## config.mk

```make
export PLATFORM = sky130hd
export DESIGN_NAME = upl_device_flat
export DESIGN_NICKNAME = d
export VERILOG_FILES = /design/src/rtl/upl_pkg.sv /design/src/rtl/upl_if.sv /design/src/rtl/upl_device.sv /design/src/flat_wrapper.sv
export SDC_FILE = /design/constraint.sdc
export NUM_CORES = 1
export LEC_CHECK = 0
export BUFFER_PORTS_ARGS = -buffer_cell sky130_fd_sc_hd__buf_4
export CORE_ASPECT_RATIO = 2
export CORE_UTILIZATION = 25
export DETAILED_ROUTE_END_ITERATION = 6
export GPL_ROUTABILITY_DRIVEN = 0
export SYNTH_ARGS = -nofsm -noshare
export SYNTH_HDL_FRONTEND = slang
export SYNTH_SLANG_ARGS = --single-unit
```

## constraint.sdc

```tcl
create_clock -name CORE_CLK -period 5.2 [get_ports CORE_CLK]
set_input_delay 0.78 -clock CORE_CLK [delete_from_list [all_inputs] [get_ports CORE_CLK]]
set_output_delay 0.78 -clock CORE_CLK [all_outputs]
set_load 0.05 [all_outputs]
```

## src/rtl/upl_pkg.sv

```systemverilog
package upl_pkg;
    // ****************************************************************
    // bit positions inside the modem control register
    // ****************************************************************
    localparam int UPL_MCR_RTS_BIT = 1;
    localparam int UPL_MCR_LOOP_BIT = 4;
    localparam int UPL_MCR_INTDRV_BIT = 5;
    localparam int UPL_MCR_RING_BIT = 6;
    localparam logic [7:0] UPL_MCR_RESET = 8'h00;
    // ****************************************************************
    // register addresses (three address lines)
    // ****************************************************************
    localparam logic [2:0] UPL_ADDR_DATA = 3'h0;
    localparam logic [2:0] UPL_ADDR_IER = 3'h1;
    localparam logic [2:0] UPL_ADDR_MCR = 3'h4;
    localparam logic [2:0] UPL_ADDR_MSR = 3'h6;
    localparam logic [7:0] UPL_IER_RESET = 8'h00;
    localparam int UPL_IER_MSI_BIT = 3;
    localparam int UPL_IER_TXEN_BIT = 7;
    // ****************************************************************
    // serial timing: cycles per bit, buffer depth
    // ****************************************************************
    localparam logic [7:0] UPL_BIT_CYCLES = 8'h10;
    localparam int UPL_BUF_DEPTH = 2;
    localparam logic [3:0] UPL_FRAME_BITS = 4'h9;
    typedef enum logic [1:0] {UPL_SER_IDLE, UPL_SER_START, UPL_SER_DATA, UPL_SER_STOP} upl_ser_e;
endpackage

```

## src/rtl/upl_if.sv

```systemverilog
`timescale 1ns/1ps
interface upl_if;
    logic bus_mode;
    logic read_strobe_n;
    logic write_strobe_n;
    logic master_reset;
    logic power_down_request;
    logic [2:0] addr;
    logic [7:0] wdata;
    logic [7:0] rdata;
    logic call_alert_input_n;
    logic rts_n;
    logic tx;
    logic tx_oe;
    logic rx;
    logic irq;
    logic irq_oe;
    modport device (input bus_mode, read_strobe_n, write_strobe_n, master_reset, power_down_request, addr, wdata,
        call_alert_input_n, rx, output rdata, rts_n, tx, tx_oe, irq, irq_oe);
    modport host (output bus_mode, read_strobe_n, write_strobe_n, master_reset, power_down_request, addr, wdata,
        call_alert_input_n, rx, input rdata, rts_n, tx, tx_oe, irq, irq_oe);
endinterface

```

## src/rtl/upl_device.sv

```systemverilog
// Functional notes
// - mode high: read strobe active low
// - mode high: write strobe active low
// - mode low: direction line picks read/write
// - power request stops clocked work after its two-stage sync
// - stays low power while request high
// - release of request resets all registers
// - mode high: master reset active high
// - mode low: master reset active low
// - ring low means ring; rise interrupts
// - ring state readable in control bit 6
// - control bit 1 drives rts low
// - rts high after any reset
// - tx idles high, reset, disabled
// - far end holds rx high idle
// - loopback feeds tx into receiver
// - loopback disables external tx pin
// - control bit 5 selects irq drive
`timescale 1ns/1ps
module upl_device
    import upl_pkg::*;
(
    input wire logic CORE_CLK,
    input wire logic SYS_RST,
    upl_if.device LINK
);
    typedef struct packed {
        logic [1:0] mode_s;
        logic [1:0] rd_s;
        logic [1:0] wr_s;
        logic [1:0] rst_s;
        logic [1:0] pd_s;
        logic [1:0] ri_s;
        logic [1:0] rx_s;
        logic rd_prev;
        logic wr_prev;
        logic ri_prev;
        logic [7:0] modem_control_reg;
        logic [7:0] ier;
        logic [7:0] rdata;
        logic ri_delta;
        logic [UPL_BUF_DEPTH-1:0][7:0] tx_buf;
        logic [1:0] tx_cnt;
        upl_ser_e ser;
        logic [7:0] tx_shift;
        logic [3:0] bit_idx;
        logic [7:0] div;
        logic [7:0] rx_byte;
        logic [7:0] rx_shift;
        logic [7:0] rx_div;
        logic [3:0] rx_idx;
        logic rx_busy;
        logic tx_line;
        logic rts_n;
        logic tx;
        logic tx_oe;
        logic irq;
        logic irq_oe;
    } upl_dev_s;
    upl_dev_s s_q, s_d;
    logic mode, rd_act, wr_act, rst_act, pd, lb, ser_in;
    // ****************************************************************
    // combinational next state
    // ****************************************************************
    always_comb begin
        s_d = s_q;
        s_d.mode_s = {s_q.mode_s[0], LINK.bus_mode};
        s_d.rd_s = {s_q.rd_s[0], LINK.read_strobe_n};
        s_d.wr_s = {s_q.wr_s[0], LINK.write_strobe_n};
        s_d.rst_s = {s_q.rst_s[0], LINK.master_reset};
        s_d.pd_s = {s_q.pd_s[0], LINK.power_down_request};
        s_d.ri_s = {s_q.ri_s[0], LINK.call_alert_input_n};
        s_d.rx_s = {s_q.rx_s[0], LINK.rx};
        mode = s_q.mode_s[1];
        pd = s_q.pd_s[1];
        // mode low: write line gives direction; with no chip select here the read line frames the access
        rd_act = mode ? !s_q.rd_s[1] : s_q.wr_s[1] && !s_q.rd_s[1];
        wr_act = mode ? !s_q.wr_s[1] : !s_q.wr_s[1] && !s_q.rd_s[1];
        rst_act = mode ? s_q.rst_s[1] : !s_q.rst_s[1];
        lb = s_q.modem_control_reg[UPL_MCR_LOOP_BIT];
        ser_in = lb ? s_q.tx_line : s_q.rx_s[1];
        s_d.rd_prev = rd_act;
        s_d.wr_prev = wr_act;
        s_d.ri_prev = s_q.ri_s[1];
        if (!pd) begin
            // ring rise is the interrupting event; set beats clear
            if (s_q.ri_s[1] && !s_q.ri_prev) begin
                s_d.ri_delta = 1'b1;
            end else if (rd_act && !s_q.rd_prev && LINK.addr == UPL_ADDR_MSR) begin
                s_d.ri_delta = 1'b0;
            end
            if (rd_act && !s_q.rd_prev) begin
                unique case (LINK.addr)
                    UPL_ADDR_DATA: s_d.rdata = s_q.rx_byte;
                    UPL_ADDR_IER: s_d.rdata = s_q.ier;
                    UPL_ADDR_MCR: begin
                        s_d.rdata = s_q.modem_control_reg;
                        s_d.rdata[UPL_MCR_RING_BIT] = !s_q.ri_s[1];
                    end
                    UPL_ADDR_MSR: s_d.rdata = {1'b0, !s_q.ri_s[1], 5'h00, s_q.ri_delta};
                    default: s_d.rdata = 8'h00;
                endcase
            end
            s_d.tx_cnt = s_q.tx_cnt;
            if (wr_act && !s_q.wr_prev) begin
                if (LINK.addr == UPL_ADDR_MCR) begin
                    s_d.modem_control_reg = LINK.wdata;
                end
                if (LINK.addr == UPL_ADDR_IER) begin
                    s_d.ier = LINK.wdata;
                end
                // two-entry buffer; a full buffer drops the write
                if (LINK.addr == UPL_ADDR_DATA && s_q.tx_cnt < 2'(UPL_BUF_DEPTH)) begin
                    s_d.tx_buf[s_q.tx_cnt[0]] = LINK.wdata;
                    s_d.tx_cnt = s_q.tx_cnt + 2'd1;
                end
            end
            // transmitter, enabled by ier bit 7
            s_d.div = (s_q.div == 8'h00) ? UPL_BIT_CYCLES - 8'h01 : s_q.div - 8'h01;
            if (s_q.div == 8'h00) begin
                unique case (s_q.ser)
                    UPL_SER_IDLE: begin
                        s_d.tx_line = 1'b1;
                        if (s_d.tx_cnt != 2'd0 && s_q.ier[UPL_IER_TXEN_BIT]) begin
                            s_d.tx_shift = s_d.tx_buf[0];
                            s_d.tx_buf[0] = s_d.tx_buf[1];
                            s_d.tx_cnt = s_d.tx_cnt - 2'd1;
                            s_d.ser = UPL_SER_START;
                        end
                    end
                    UPL_SER_START: begin
                        s_d.tx_line = 1'b0;
                        s_d.bit_idx = 4'h0;
                        s_d.ser = UPL_SER_DATA;
                    end
                    UPL_SER_DATA: begin
                        s_d.tx_line = s_q.tx_shift[0];
                        s_d.tx_shift = {1'b1, s_q.tx_shift[7:1]};
                        s_d.bit_idx = s_q.bit_idx + 4'h1;
                        if (s_q.bit_idx == UPL_FRAME_BITS - 4'h2) begin
                            s_d.ser = UPL_SER_STOP;
                        end
                    end
                    UPL_SER_STOP: begin
                        s_d.tx_line = 1'b1;
                        s_d.ser = UPL_SER_IDLE;
                    end
                endcase
            end
            // receiver: sample mid-bit after falling start edge
            if (!s_q.rx_busy) begin
                if (!ser_in) begin
                    s_d.rx_busy = 1'b1;
                    s_d.rx_div = UPL_BIT_CYCLES + (UPL_BIT_CYCLES >> 1);
                    s_d.rx_idx = 4'h0;
                end
            end else if (s_q.rx_div == 8'h00) begin
                s_d.rx_div = UPL_BIT_CYCLES - 8'h01;
                s_d.rx_idx = s_q.rx_idx + 4'h1;
                if (s_q.rx_idx == UPL_FRAME_BITS - 4'h1) begin
                    s_d.rx_busy = 1'b0;
                    s_d.rx_byte = s_q.rx_shift;
                end else begin
                    s_d.rx_shift = {ser_in, s_q.rx_shift[7:1]};
                end
            end else begin
                s_d.rx_div = s_q.rx_div - 8'h01;
            end
        end
        // outputs registered from state
        s_d.rts_n = !s_d.modem_control_reg[UPL_MCR_RTS_BIT];
        s_d.tx = lb ? 1'b1 : s_d.tx_line;
        s_d.tx_oe = !lb;
        s_d.irq = s_d.ri_delta && s_d.ier[UPL_IER_MSI_BIT];
        // drive either always, or only while asserted (open source)
        s_d.irq_oe = s_d.modem_control_reg[UPL_MCR_INTDRV_BIT] || s_d.irq;
        // release of the power request acts as a full reset
        if (SYS_RST || rst_act || (s_q.pd_s[1] && !s_q.pd_s[0])) begin
            s_d.modem_control_reg = UPL_MCR_RESET;
            s_d.ier = UPL_IER_RESET;
            s_d.ri_delta = 1'b0;
            s_d.tx_cnt = 2'd0;
            s_d.ser = UPL_SER_IDLE;
            s_d.tx_line = 1'b1;
            s_d.rx_busy = 1'b0;
            s_d.rdata = 8'h00;
            s_d.rx_byte = 8'h00;
            s_d.rts_n = 1'b1;
            s_d.tx = 1'b1;
            s_d.tx_oe = 1'b1;
            s_d.irq = 1'b0;
            s_d.irq_oe = 1'b0;
        end
    end
    // ****************************************************************
    // state register
    // ****************************************************************
    always_ff @(posedge CORE_CLK) begin
        if (SYS_RST) begin
            s_q <= '0;
            s_q.mode_s <= 2'b11;
            s_q.rd_s <= 2'b11;
            s_q.wr_s <= 2'b11;
            s_q.ri_s <= 2'b11;
            s_q.rx_s <= 2'b11;
            s_q.ri_prev <= 1'b1;
            s_q.ser <= UPL_SER_IDLE;
            s_q.tx_line <= 1'b1;
            s_q.rts_n <= 1'b1;
            s_q.tx <= 1'b1;
            s_q.tx_oe <= 1'b1;
        end else begin
            s_q <= s_d;
        end
    end
    assign LINK.rdata = s_q.rdata;
    assign LINK.rts_n = s_q.rts_n;
    assign LINK.tx = s_q.tx;
    assign LINK.tx_oe = s_q.tx_oe;
    assign LINK.irq = s_q.irq;
    assign LINK.irq_oe = s_q.irq_oe;
endmodule

```

## src/flat_wrapper.sv

```systemverilog
// flat-port wrapper written by rule: the top's interface ports become plain ports
module upl_device_flat import upl_pkg::*;
  (CORE_CLK, SYS_RST, LINK_bus_mode, LINK_read_strobe_n, LINK_write_strobe_n, LINK_master_reset, LINK_power_down_request, LINK_addr, LINK_wdata, LINK_call_alert_input_n, LINK_rx, LINK_rdata, LINK_rts_n, LINK_tx, LINK_tx_oe, LINK_irq, LINK_irq_oe);
  upl_if LINK_i ();
  input wire logic CORE_CLK;
  input wire logic SYS_RST;
  input wire logic [$bits(LINK_i.bus_mode)-1:0] LINK_bus_mode;
  input wire logic [$bits(LINK_i.read_strobe_n)-1:0] LINK_read_strobe_n;
  input wire logic [$bits(LINK_i.write_strobe_n)-1:0] LINK_write_strobe_n;
  input wire logic [$bits(LINK_i.master_reset)-1:0] LINK_master_reset;
  input wire logic [$bits(LINK_i.power_down_request)-1:0] LINK_power_down_request;
  input wire logic [$bits(LINK_i.addr)-1:0] LINK_addr;
  input wire logic [$bits(LINK_i.wdata)-1:0] LINK_wdata;
  input wire logic [$bits(LINK_i.call_alert_input_n)-1:0] LINK_call_alert_input_n;
  input wire logic [$bits(LINK_i.rx)-1:0] LINK_rx;
  output wire logic [$bits(LINK_i.rdata)-1:0] LINK_rdata;
  output wire logic [$bits(LINK_i.rts_n)-1:0] LINK_rts_n;
  output wire logic [$bits(LINK_i.tx)-1:0] LINK_tx;
  output wire logic [$bits(LINK_i.tx_oe)-1:0] LINK_tx_oe;
  output wire logic [$bits(LINK_i.irq)-1:0] LINK_irq;
  output wire logic [$bits(LINK_i.irq_oe)-1:0] LINK_irq_oe;
  assign LINK_i.bus_mode = LINK_bus_mode;
  assign LINK_i.read_strobe_n = LINK_read_strobe_n;
  assign LINK_i.write_strobe_n = LINK_write_strobe_n;
  assign LINK_i.master_reset = LINK_master_reset;
  assign LINK_i.power_down_request = LINK_power_down_request;
  assign LINK_i.addr = LINK_addr;
  assign LINK_i.wdata = LINK_wdata;
  assign LINK_i.call_alert_input_n = LINK_call_alert_input_n;
  assign LINK_i.rx = LINK_rx;
  assign LINK_rdata = LINK_i.rdata;
  assign LINK_rts_n = LINK_i.rts_n;
  assign LINK_tx = LINK_i.tx;
  assign LINK_tx_oe = LINK_i.tx_oe;
  assign LINK_irq = LINK_i.irq;
  assign LINK_irq_oe = LINK_i.irq_oe;
  upl_device u_core (.CORE_CLK(CORE_CLK), .SYS_RST(SYS_RST), .LINK(LINK_i));
endmodule
```

==> results.py, run 1 <==
metrics = {
    "status": {
        "outcome": "finished, final reports clean",
    },
    "timing": {
        "fin_tns_setup_ps": 0,
        "period_share_pct": 65.1,
        "relSlewSlack_pct": 44.9,
        "rsz0062_at_grt": "false",
        "maxSlewViolCount": 0,
        "setup_viol": 0,
        "final-hold-violation-count": 0,
        "tightest_slew_ps": 826,
        "holdWs_ps": 407,
        "fmaxAchievable_ghz": 0.295,
        "finClkSkew_ps": 12.3,
        "min_period_ps": 3390,
        "setup_slack_ps": 1810,
    },
    "setup_path": {
        "rr_worst_depth": 10,
        "r2r_end": "u_core.s_q[62]",
        "crit_path_end_kind": "flip-flop",
        "required_ps": 5540,
        "cp.arrival_ps": 3720,
        "criticalPathCategory": "in2reg",
        "ff2ff_setup_slack_ps": 1920,
        "critPathLaunchType": "input pin",
        "cp_max_fo": 13,
        "worst_r2r_startpoint": "u_core.s_q[112]",
    },
    "detailed_routing": {
        "met1Wirelength_um": 4480,
        "wl_met3_um": 328,
        "dr_wl_met2_um": 7270,
        "first_pass_iters": 4,
        "via_count": 3968,
        "drtIter0Drc": 159,
        "routed_wl_um": 12600,
        "drc": 0,
        "routed.top_layer": "met4",
        "wire_per_inst_um": 14.7,
        "ant_nets": 0,
        "via_per_inst": 4.66,
    },
    "clock_network": {
        "cts_buffers": 17,
        "ctsResizeCount": 0,
        "cts_tree": "built",
        "clock-sinks": 116,
        "postCtsHoldBufs": 0,
        "cts_root_buffer": "clkbuf_16",
        "path_clk_slew_ps": 60,
        "clock_latency_ps": 420,
        "cts_setup_buffers": 0,
        "cts_buffer_depth": 2,
        "htreeDepth": 4,
    },
    "global_route": {
        "grt_overflow": 0,
        "grt.total_usage_pct": 12.5,
        "grt_pass1_vias": 3994,
        "antenna_found_initial": 0,
        "grt_max_degree": 76,
        "grt_pass1_wl_um": 20500,
    },
    "placement": {
        "post_dp_cell_area_um2": 5600,
        "hpwl_um": 9100,
        "io_buffer_count": 32,
        "place_ws_ps": 1420,
    },
    "pwr": {
        "sw_frac_of_total_pct": 25.5,
        "p_leak_uw": 0.00252,
        "power_density_nw_per_um2": 401,
        "peakVddDrop_mv": 0.274,
        "power_frac_seq_pct": 39.0,
        "clkPwrFrac_pct": 50.4,
        "switchingPower_uw": 637,
        "p_int_uw": 1860,
        "comb_power_share_pct": 10.7,
    },
    "final_layout": {
        "layout-drive-gt1-share_pct": 17.9,
        "areaGrowthSynthToFinish_pct": 20.3,
        "layout.nets": 604,
        "antenna_cells": 0,
        "design_area_um2": 6240,
        "fill_cells": 2121,
        "multi_input_area_um2": 2620,
        "ff_latch_area_um2": 2320,
    },
    "synth": {
        "syn_area_um2": 5190,
        "yosysTopAreaCell": "dfxtp_1",
        "synthesis.nets": 588,
        "synth_area_leaders": "dfxtp_1 45%, mux2i_1 12%, nor2_1 5.4%",
        "syn_area_per_cell_um2": 9.32,
        "ys.flop_type": "dfxtp_1",
        "synth_top_area_share_pct": 44.7,
        "syn_inst": 557,
        "synth_edf_count": 0,
        "synth_cell_types": 58,
        "synth_seq_area_share_pct": 44.7,
        "async_reset_ff_share_pct": 0,
        "ys_warn_count": 0,
        "yosys_register_bits": 116,
    },
    "die": {
        "core-area_um2": 20400,
        "die-width_um": 104,
        "rows": 74,
        "die_h_um": 206,
        "io_pins": 33,
        "dieArea_um2": 21400,
        "initial_core_util_pct": 25.5,
    },
    "hold_path": {
        "holdPathEnd": "u_core.s_d[100]",
        "min_from": "u_core.s_d[106]",
        "hp-class": "reg2reg",
        "hold_path_depth": 1,
    },
    "run": {
        "maxCapViolCount": 0,
    },
}
how the worst max path moves through the flow:
stage                             from              to  slack, ps  depth (start not counted)
after floorplan           LINK_addr[1]  u_core.s_q[59]       1800                         12
after global placement    LINK_addr[2]  u_core.s_q[62]       1450                         11
after detailed placement  LINK_addr[2]  u_core.s_q[61]       1420                         11
after CTS                 LINK_addr[2]  u_core.s_q[62]       1830                         11
after global routing      LINK_addr[2]  u_core.s_q[63]       1570                         11
final                     LINK_addr[2]  u_core.s_q[62]       1810                         11
area by class of cell:
cell class	instances	share of cell area, %
clock buffer	18	7.04
clock inverter	14	3.19
inverter	15	0.902
multi-input combinational	387	42.0
sequential	116	37.2
tap	266	5.33
timing repair buffer	36	4.33
cells in the final DEF (no fill, tap or decap), drive strengths merged, types with 8 or more instances in the layout:
cell type  instances
mux2i             61
or2               14
nor3              24
dfxtp            116
nor2              74
buf               36
o21ai             19
clkbuf            18
xnor2              8
nor2b              9
nand3              9
nand2             34
ha                11
inv               18
mux2               8
a21oi             26
a311o              8
nor4              14
synthesized netlist by cell type, types with 2 or more instances:
cell	count
dfxtp_1	116
nor2_1	74
mux2i_1	61
nand2_1	33
a21oi_1	26
clkbuf_1	22
nor3_1	21
o21ai_0	17
inv_1	14
or2_2	14
ha_1	11
nor4_1	10
nor2b_1	9
a311o_1	8
buf_4	8
mux2_2	8
nand3_1	8
xnor2_1	8
a221oi_1	7
a22oi_1	7
or3_1	6
nand2b_1	5
a211oi_1	4
buf_1	4
buf_2	4
o21a_1	4
nand3b_1	3
nor3_2	3
nor4_4	3
xor2_1	3
a311oi_1	2
a31oi_1	2
and3_1	2
and4_1	2
nor3b_1	2
o22ai_1	2
o32ai_1	2
or4_4	2
cells by family after synthesis:
logic type	Yosys count	synth area share, %
simple gates	207	21.0
fa+ha+maj	11	2.65
buf+inv	54	4.73
compound gates	89	11.5
mux	69	13.5
flops	116	44.7
xor+xnor	11	1.86
state kept, by name, indices dropped and copies added, names as in the netlist:
| name | flops |
|---|---|
| u_core.s_d | 8 |
| u_core.LINK.tx | 1 |
| u_core.s_q | 92 |
| u_core.LINK.tx_oe | 1 |
| u_core.LINK.rts_n | 1 |
| u_core.LINK.rdata | 8 |
| u_core.lb | 1 |
| u_core.LINK.irq_oe | 1 |
| u_core.LINK.irq | 1 |
| u_core.pd | 1 |
| u_core.mode | 1 |
per-stage QoR:
stage / utilization (%) / total power, uW / cells
3_5_place_dp: 27.5 / 1260 / 820
3_3_place_gp: 27.5 / 1250 / 820
4_1_cts: 30.6 / 2530 / 852
6_report: 30.6 / 2500 / 852
5_1_grt: 30.6 / 2600 / 852
2_1_floorplan: - / 1190 / 557
layer usage:
layer,GRT usage (%),vias up
li1,-,1994
met1,11.0,1876
met2,25.0,75
met3,2.69,23
met4,7.86,0
met5,0,-
worst max-delay path, stage by stage:
cell	delay, ps
buf_4	160
nor4_2	280
nand3_1	430
xnor2_1	260
ha_1	230
and3b_1	290
nand3_1	90
buf_4	230
or3_1	470
a311o_1	360
a21oi_1	140
power by group through the flow:
stage | Combinational, uW | Sequential (uW) | Clock, uW
after floorplan | 210 | 981 | 0
after global placement | 262 | 993 | 0
after detailed placement | 266 | 994 | 0
after CTS | 269 | 975 | 1280
after global routing | 297 | 981 | 1320
final | 267 | 974 | 1260
Power figures use the tool's default switching activity.
==> run 2: changes to the inputs <==
- clock period: 5.2 -> 3.15 ns (I/O delays scaled with it)
==> results.py, run 2 (synthesis results as in run 1) <==
metrics = {
    "status": {
        "outcome": "finished, final reports clean",
    },
    "final_layout": {
        "fill_cells": 2129,
        "antenna_cells": 0,
        "mostFrequentLayoutCells": "116 x dfxtp_1, 74 x nor2_1, 61 x mux2i_1",
        "layout.nets": 616,
        "areaGrowthSynthToFinish_pct": 21.2,
        "instances_no_fill": 864,
        "largest_reg_flops": 92,
        "largest_register": "u_core.s_q",
        "design_area_um2": 6290,
        "final_common_cell": "dfxtp_1",
        "layout-drive-gt1-share_pct": 19.6,
    },
    "pwr": {
        "peakVddDrop_mv": 0.399,
        "power_density_nw_per_um2": 638,
        "p_leak_uw": 0.00255,
    },
    "clock_network": {
        "clock-sinks": 116,
        "cts_setup_buffers": 0,
        "cts_root_buffer": "clkbuf_16",
        "cts_buffer_depth": 2,
        "path_clk_slew_ps": 60,
        "cts_tree": "built",
        "cts_buffers": 17,
        "clock_latency_ps": 420,
        "ctsResizeCount": 0,
        "htreeDepth": 4,
        "postCtsHoldBufs": 0,
    },
    "setup_path": {
        "cp_max_fo": 8,
        "crit_path_end_kind": "flip-flop",
        "critPathLaunchType": "flip-flop",
        "cp.arrival_ps": 3250,
        "required_ps": 3490,
        "criticalPathCategory": "reg2reg",
    },
    "die": {
        "rows": 74,
        "io_pins": 33,
        "die_h_um": 206,
        "die-width_um": 104,
        "initial_core_util_pct": 25.5,
        "core-area_um2": 20400,
        "dieArea_um2": 21400,
    },
    "detailed_routing": {
        "routed_wl_um": 12500,
        "via_per_inst": 4.69,
        "drtIter0Drc": 147,
        "first_pass_iters": 4,
        "ant_nets": 0,
        "via_count": 4049,
        "wire_per_inst_um": 14.4,
        "drc": 0,
    },
    "global_route": {
        "grt_max_degree": 63,
        "antenna_found_initial": 0,
        "grt_pass1_wl_um": 20300,
        "grt_overflow": 0,
        "grt.total_usage_pct": 12.3,
        "grt_pass1_vias": 4054,
    },
    "timing": {
        "setup_viol": 0,
        "min_period_ps": 2910,
        "final-hold-violation-count": 0,
        "finClkSkew_ps": 12.5,
        "period_share_pct": 92.3,
        "fin_tns_setup_ps": 0,
        "setup_slack_ps": 243,
        "maxSlewViolCount": 0,
        "fmaxAchievable_ghz": 0.344,
        "tightest_slew_ps": 741,
        "relSlewSlack_pct": 50.4,
        "rsz0062_at_grt": "false",
    },
    "placement": {
        "place_ws_ps": 77.4,
        "dp.cells": 832,
        "post_dp_cell_area_um2": 5690,
        "io_buffer_count": 32,
        "hpwl_um": 9150,
    },
    "run": {
        "maxCapViolCount": 0,
    },
    "hold_path": {
        "hp-class": "in2reg",
    },
}
## run 2: cell count changes in the layout (fill, tap and decap cells not counted), sizes merged
cell	change
buf	+12
inv	+3
bufinv	-2
clkinv	-2
clkinvlp	+2
clkbuf	-1
## run 2: power breakdown
group / internal [uW] / switching, uW
logic: 213 / 251
registers: 1530 / 71.0
clock network: 1180 / 763
total: 2930 / 1080
## run 2: final timing paths
path / from / slack [ps] / cells after the start / end
setup reg to reg: u_core.s_q[114] / 240 / 10 / u_core.s_q[61]
hold / removal: LINK_rx / 230 / 2 / u_core.s_d[104]
hold reg to reg: u_core.s_d[112] / 410 / 1 / u_core.s_q[112]
setup / recovery: u_core.s_q[114] / 240 / 10 / u_core.s_q[61]
## run 2: cell type report
| type | instances | area, um^2 | share of cell area [%] |
|---|---|---|---|
| multi-input cells | 387 | 2620 | 41.7 |
| inverters | 15 | 56.3 | 0.895 |
| repair buffers | 48 | 360 | 5.73 |
| flip-flops and latches | 116 | 2320 | 36.9 |
| well taps | 266 | 333 | 5.29 |
| clock inverters | 15 | 169 | 2.69 |
| clock buffers | 17 | 425 | 6.76 |
## run 2: metrics by stage
stage                     hold slack (ps)  power [uW]  util [%]
final                                 233        4010      30.9
after global routing                  222        4190      30.9
after CTS                             219        4060      30.9
after detailed placement              394        2100      28.0
after global placement                395        2100      28.0
after floorplan                       389        1970         -
## run 2: routing by layer
metal / routed length, um / vias to the layer above / global-route usage, %
met1: 4490 / 1945 / 10.7
met3: 302 / 18 / 2.63
li1: - / 2020 / -
met2: 7350 / 66 / 25.2
met4: 339 / 0 / 7.24
met5: 0 / - / 0
## run 2: worst max-delay path, stage by stage (launching register included)
cell	delay [ps]
dfxtp_1	330
nor2b_1	390
nor4_1	100
buf_4	160
a31oi_1	220
ha_1	210
and3b_1	220
a31oi_1	600
nor4_1	100
a311o_1	350
a21oi_1	150
==> run 3: changes to the inputs <==
- CORE_UTILIZATION: 25 -> 50
- PLACE_DENSITY: default -> 0.68
==> results.py, run 3 (synthesis results as in run 1) <==
metrics = {
    "final_layout": {
        "antenna_cells": 0,
        "instances_no_fill": 727,
        "largest_reg_flops": 92,
        "layout.nets": 610,
        "mostFrequentLayoutCells": "116 x dfxtp_1, 74 x nor2_1, 61 x mux2i_1",
        "largest_register": "u_core.s_q",
        "layout-drive-gt1-share_pct": 18.6,
        "final_common_cell": "dfxtp_1",
        "areaGrowthSynthToFinish_pct": 16.5,
    },
    "clock_network": {
        "postCtsHoldBufs": 0,
        "cts_buffer_depth": 2,
        "path_clk_slew_ps": 60,
        "cts_tree": "built",
        "clock_latency_ps": 410,
        "cts_setup_buffers": 0,
        "cts_buffers": 17,
        "cts_root_buffer": "clkbuf_16",
        "ctsResizeCount": 0,
        "htreeDepth": 4,
        "clock-sinks": 116,
    },
    "pwr": {
        "p_leak_uw": 0.00250,
        "peakVddDrop_mv": 0.448,
        "power_density_nw_per_um2": 641,
    },
    "timing": {
        "setup_viol": 0,
        "fin_tns_setup_ps": 0,
        "period_share_pct": 88.6,
        "maxSlewViolCount": 0,
        "fmaxAchievable_ghz": 0.358,
        "min_period_ps": 2790,
        "rsz0062_at_grt": "false",
        "finClkSkew_ps": 8.59,
        "final-hold-violation-count": 0,
        "relSlewSlack_pct": 49.6,
        "tightest_slew_ps": 753,
    },
    "global_route": {
        "grt.total_usage_pct": 23.9,
        "grt_pass1_wl_um": 19600,
        "grt_overflow": 0,
        "antenna_found_initial": 0,
        "grt_max_degree": 73,
        "grt_pass1_vias": 4193,
    },
    "setup_path": {
        "required_ps": 3480,
        "critPathTopFamily": "simple AND/OR/NAND/NOR gates",
        "crit_chain": "or2_2 > nor4_1 > a31oi_1 > ha_1 > and3b_1 > nand3_1 > or3_1 > a311o_1 > a21oi_1",
        "critPathLaunchType": "flip-flop",
        "cp.arrival_ps": 3120,
        "criticalPathCategory": "reg2reg",
        "critPathMaxStageDelay_ps": 480,
        "cp_slowest_cell": "or3_1",
        "crit_path_end_kind": "flip-flop",
        "crit_buf_inv": 0,
        "cp_max_fo": 8,
    },
    "status": {
        "outcome": "finished, final reports clean",
    },
    "hold_path": {
        "hp-class": "in2reg",
    },
    "placement": {
        "hpwl_um": 8480,
        "io_buffer_count": 32,
        "dp.cells": 695,
    },
    "die": {
        "initial_core_util_pct": 51.5,
        "die_h_um": 146,
        "io_pins": 33,
        "rows": 52,
        "core-area_um2": 10100,
        "dieArea_um2": 10800,
        "die-width_um": 74.0,
    },
    "detailed_routing": {
        "routed_wl_um": 12000,
        "via_per_inst": 5.68,
        "drtIter0Drc": 290,
        "drc": 0,
        "via_count": 4130,
        "wire_per_inst_um": 16.5,
        "ant_nets": 0,
        "first_pass_iters": 5,
    },
    "run": {
        "maxCapViolCount": 0,
    },
}
run 3: where the power goes:
part | leakage [uW] | internal [uW] | switching [uW]
clock | 0.000259 | 1090 | 721
sequential | 0.000941 | 1530 | 77.9
combinational | 0.00129 | 203 | 251
total | 0.00250 | 2820 | 1050
run 3: worst paths after layout:
| path | startpoint | depth (start not counted) | slack, ps | endpoint |
|---|---|---|---|---|
| max | u_core.s_q[101] | 9 | 360 | u_core.s_q[63] |
| max reg2reg | u_core.s_q[101] | 9 | 360 | u_core.s_q[63] |
| min reg2reg | u_core.s_d[112] | 1 | 410 | u_core.s_q[112] |
| min | LINK_write_strobe_n | 2 | 240 | u_core.s_d[112] |
run 3: final cells by class:
cell class | instances | area (um^2)
inverters | 15 | 56.3
clock inverters | 14 | 130
clock buffers | 18 | 429
fillers | 848 | 4040
flip-flops and latches | 116 | 2320
multi-input cells | 387 | 2620
repair buffers | 42 | 315
well taps | 135 | 169
run 3: metrics by stage:
stage	cell area [um^2]	utilization (%)	setup slack [ps]	hold slack [ps]	total power [uW]
detailed placement	5490	54.4	62.6	393	2090
global route	6040	59.9	113	242	4020
floorplan	5190	-	55.3	389	1970
CTS	6040	59.9	382	231	3890
finish	6040	59.9	360	243	3870
global placement	5490	54.4	125	391	2070
run 3: routing by layer:
| layer | GRT usage, % | part of all wire [%] |
|---|---|---|
| met5 | 0 | 0 |
| met4 | 14.0 | 4.3 |
| met3 | 4.07 | 3.0 |
| met2 | 43.8 | 56 |
| met1 | 23.9 | 37 |
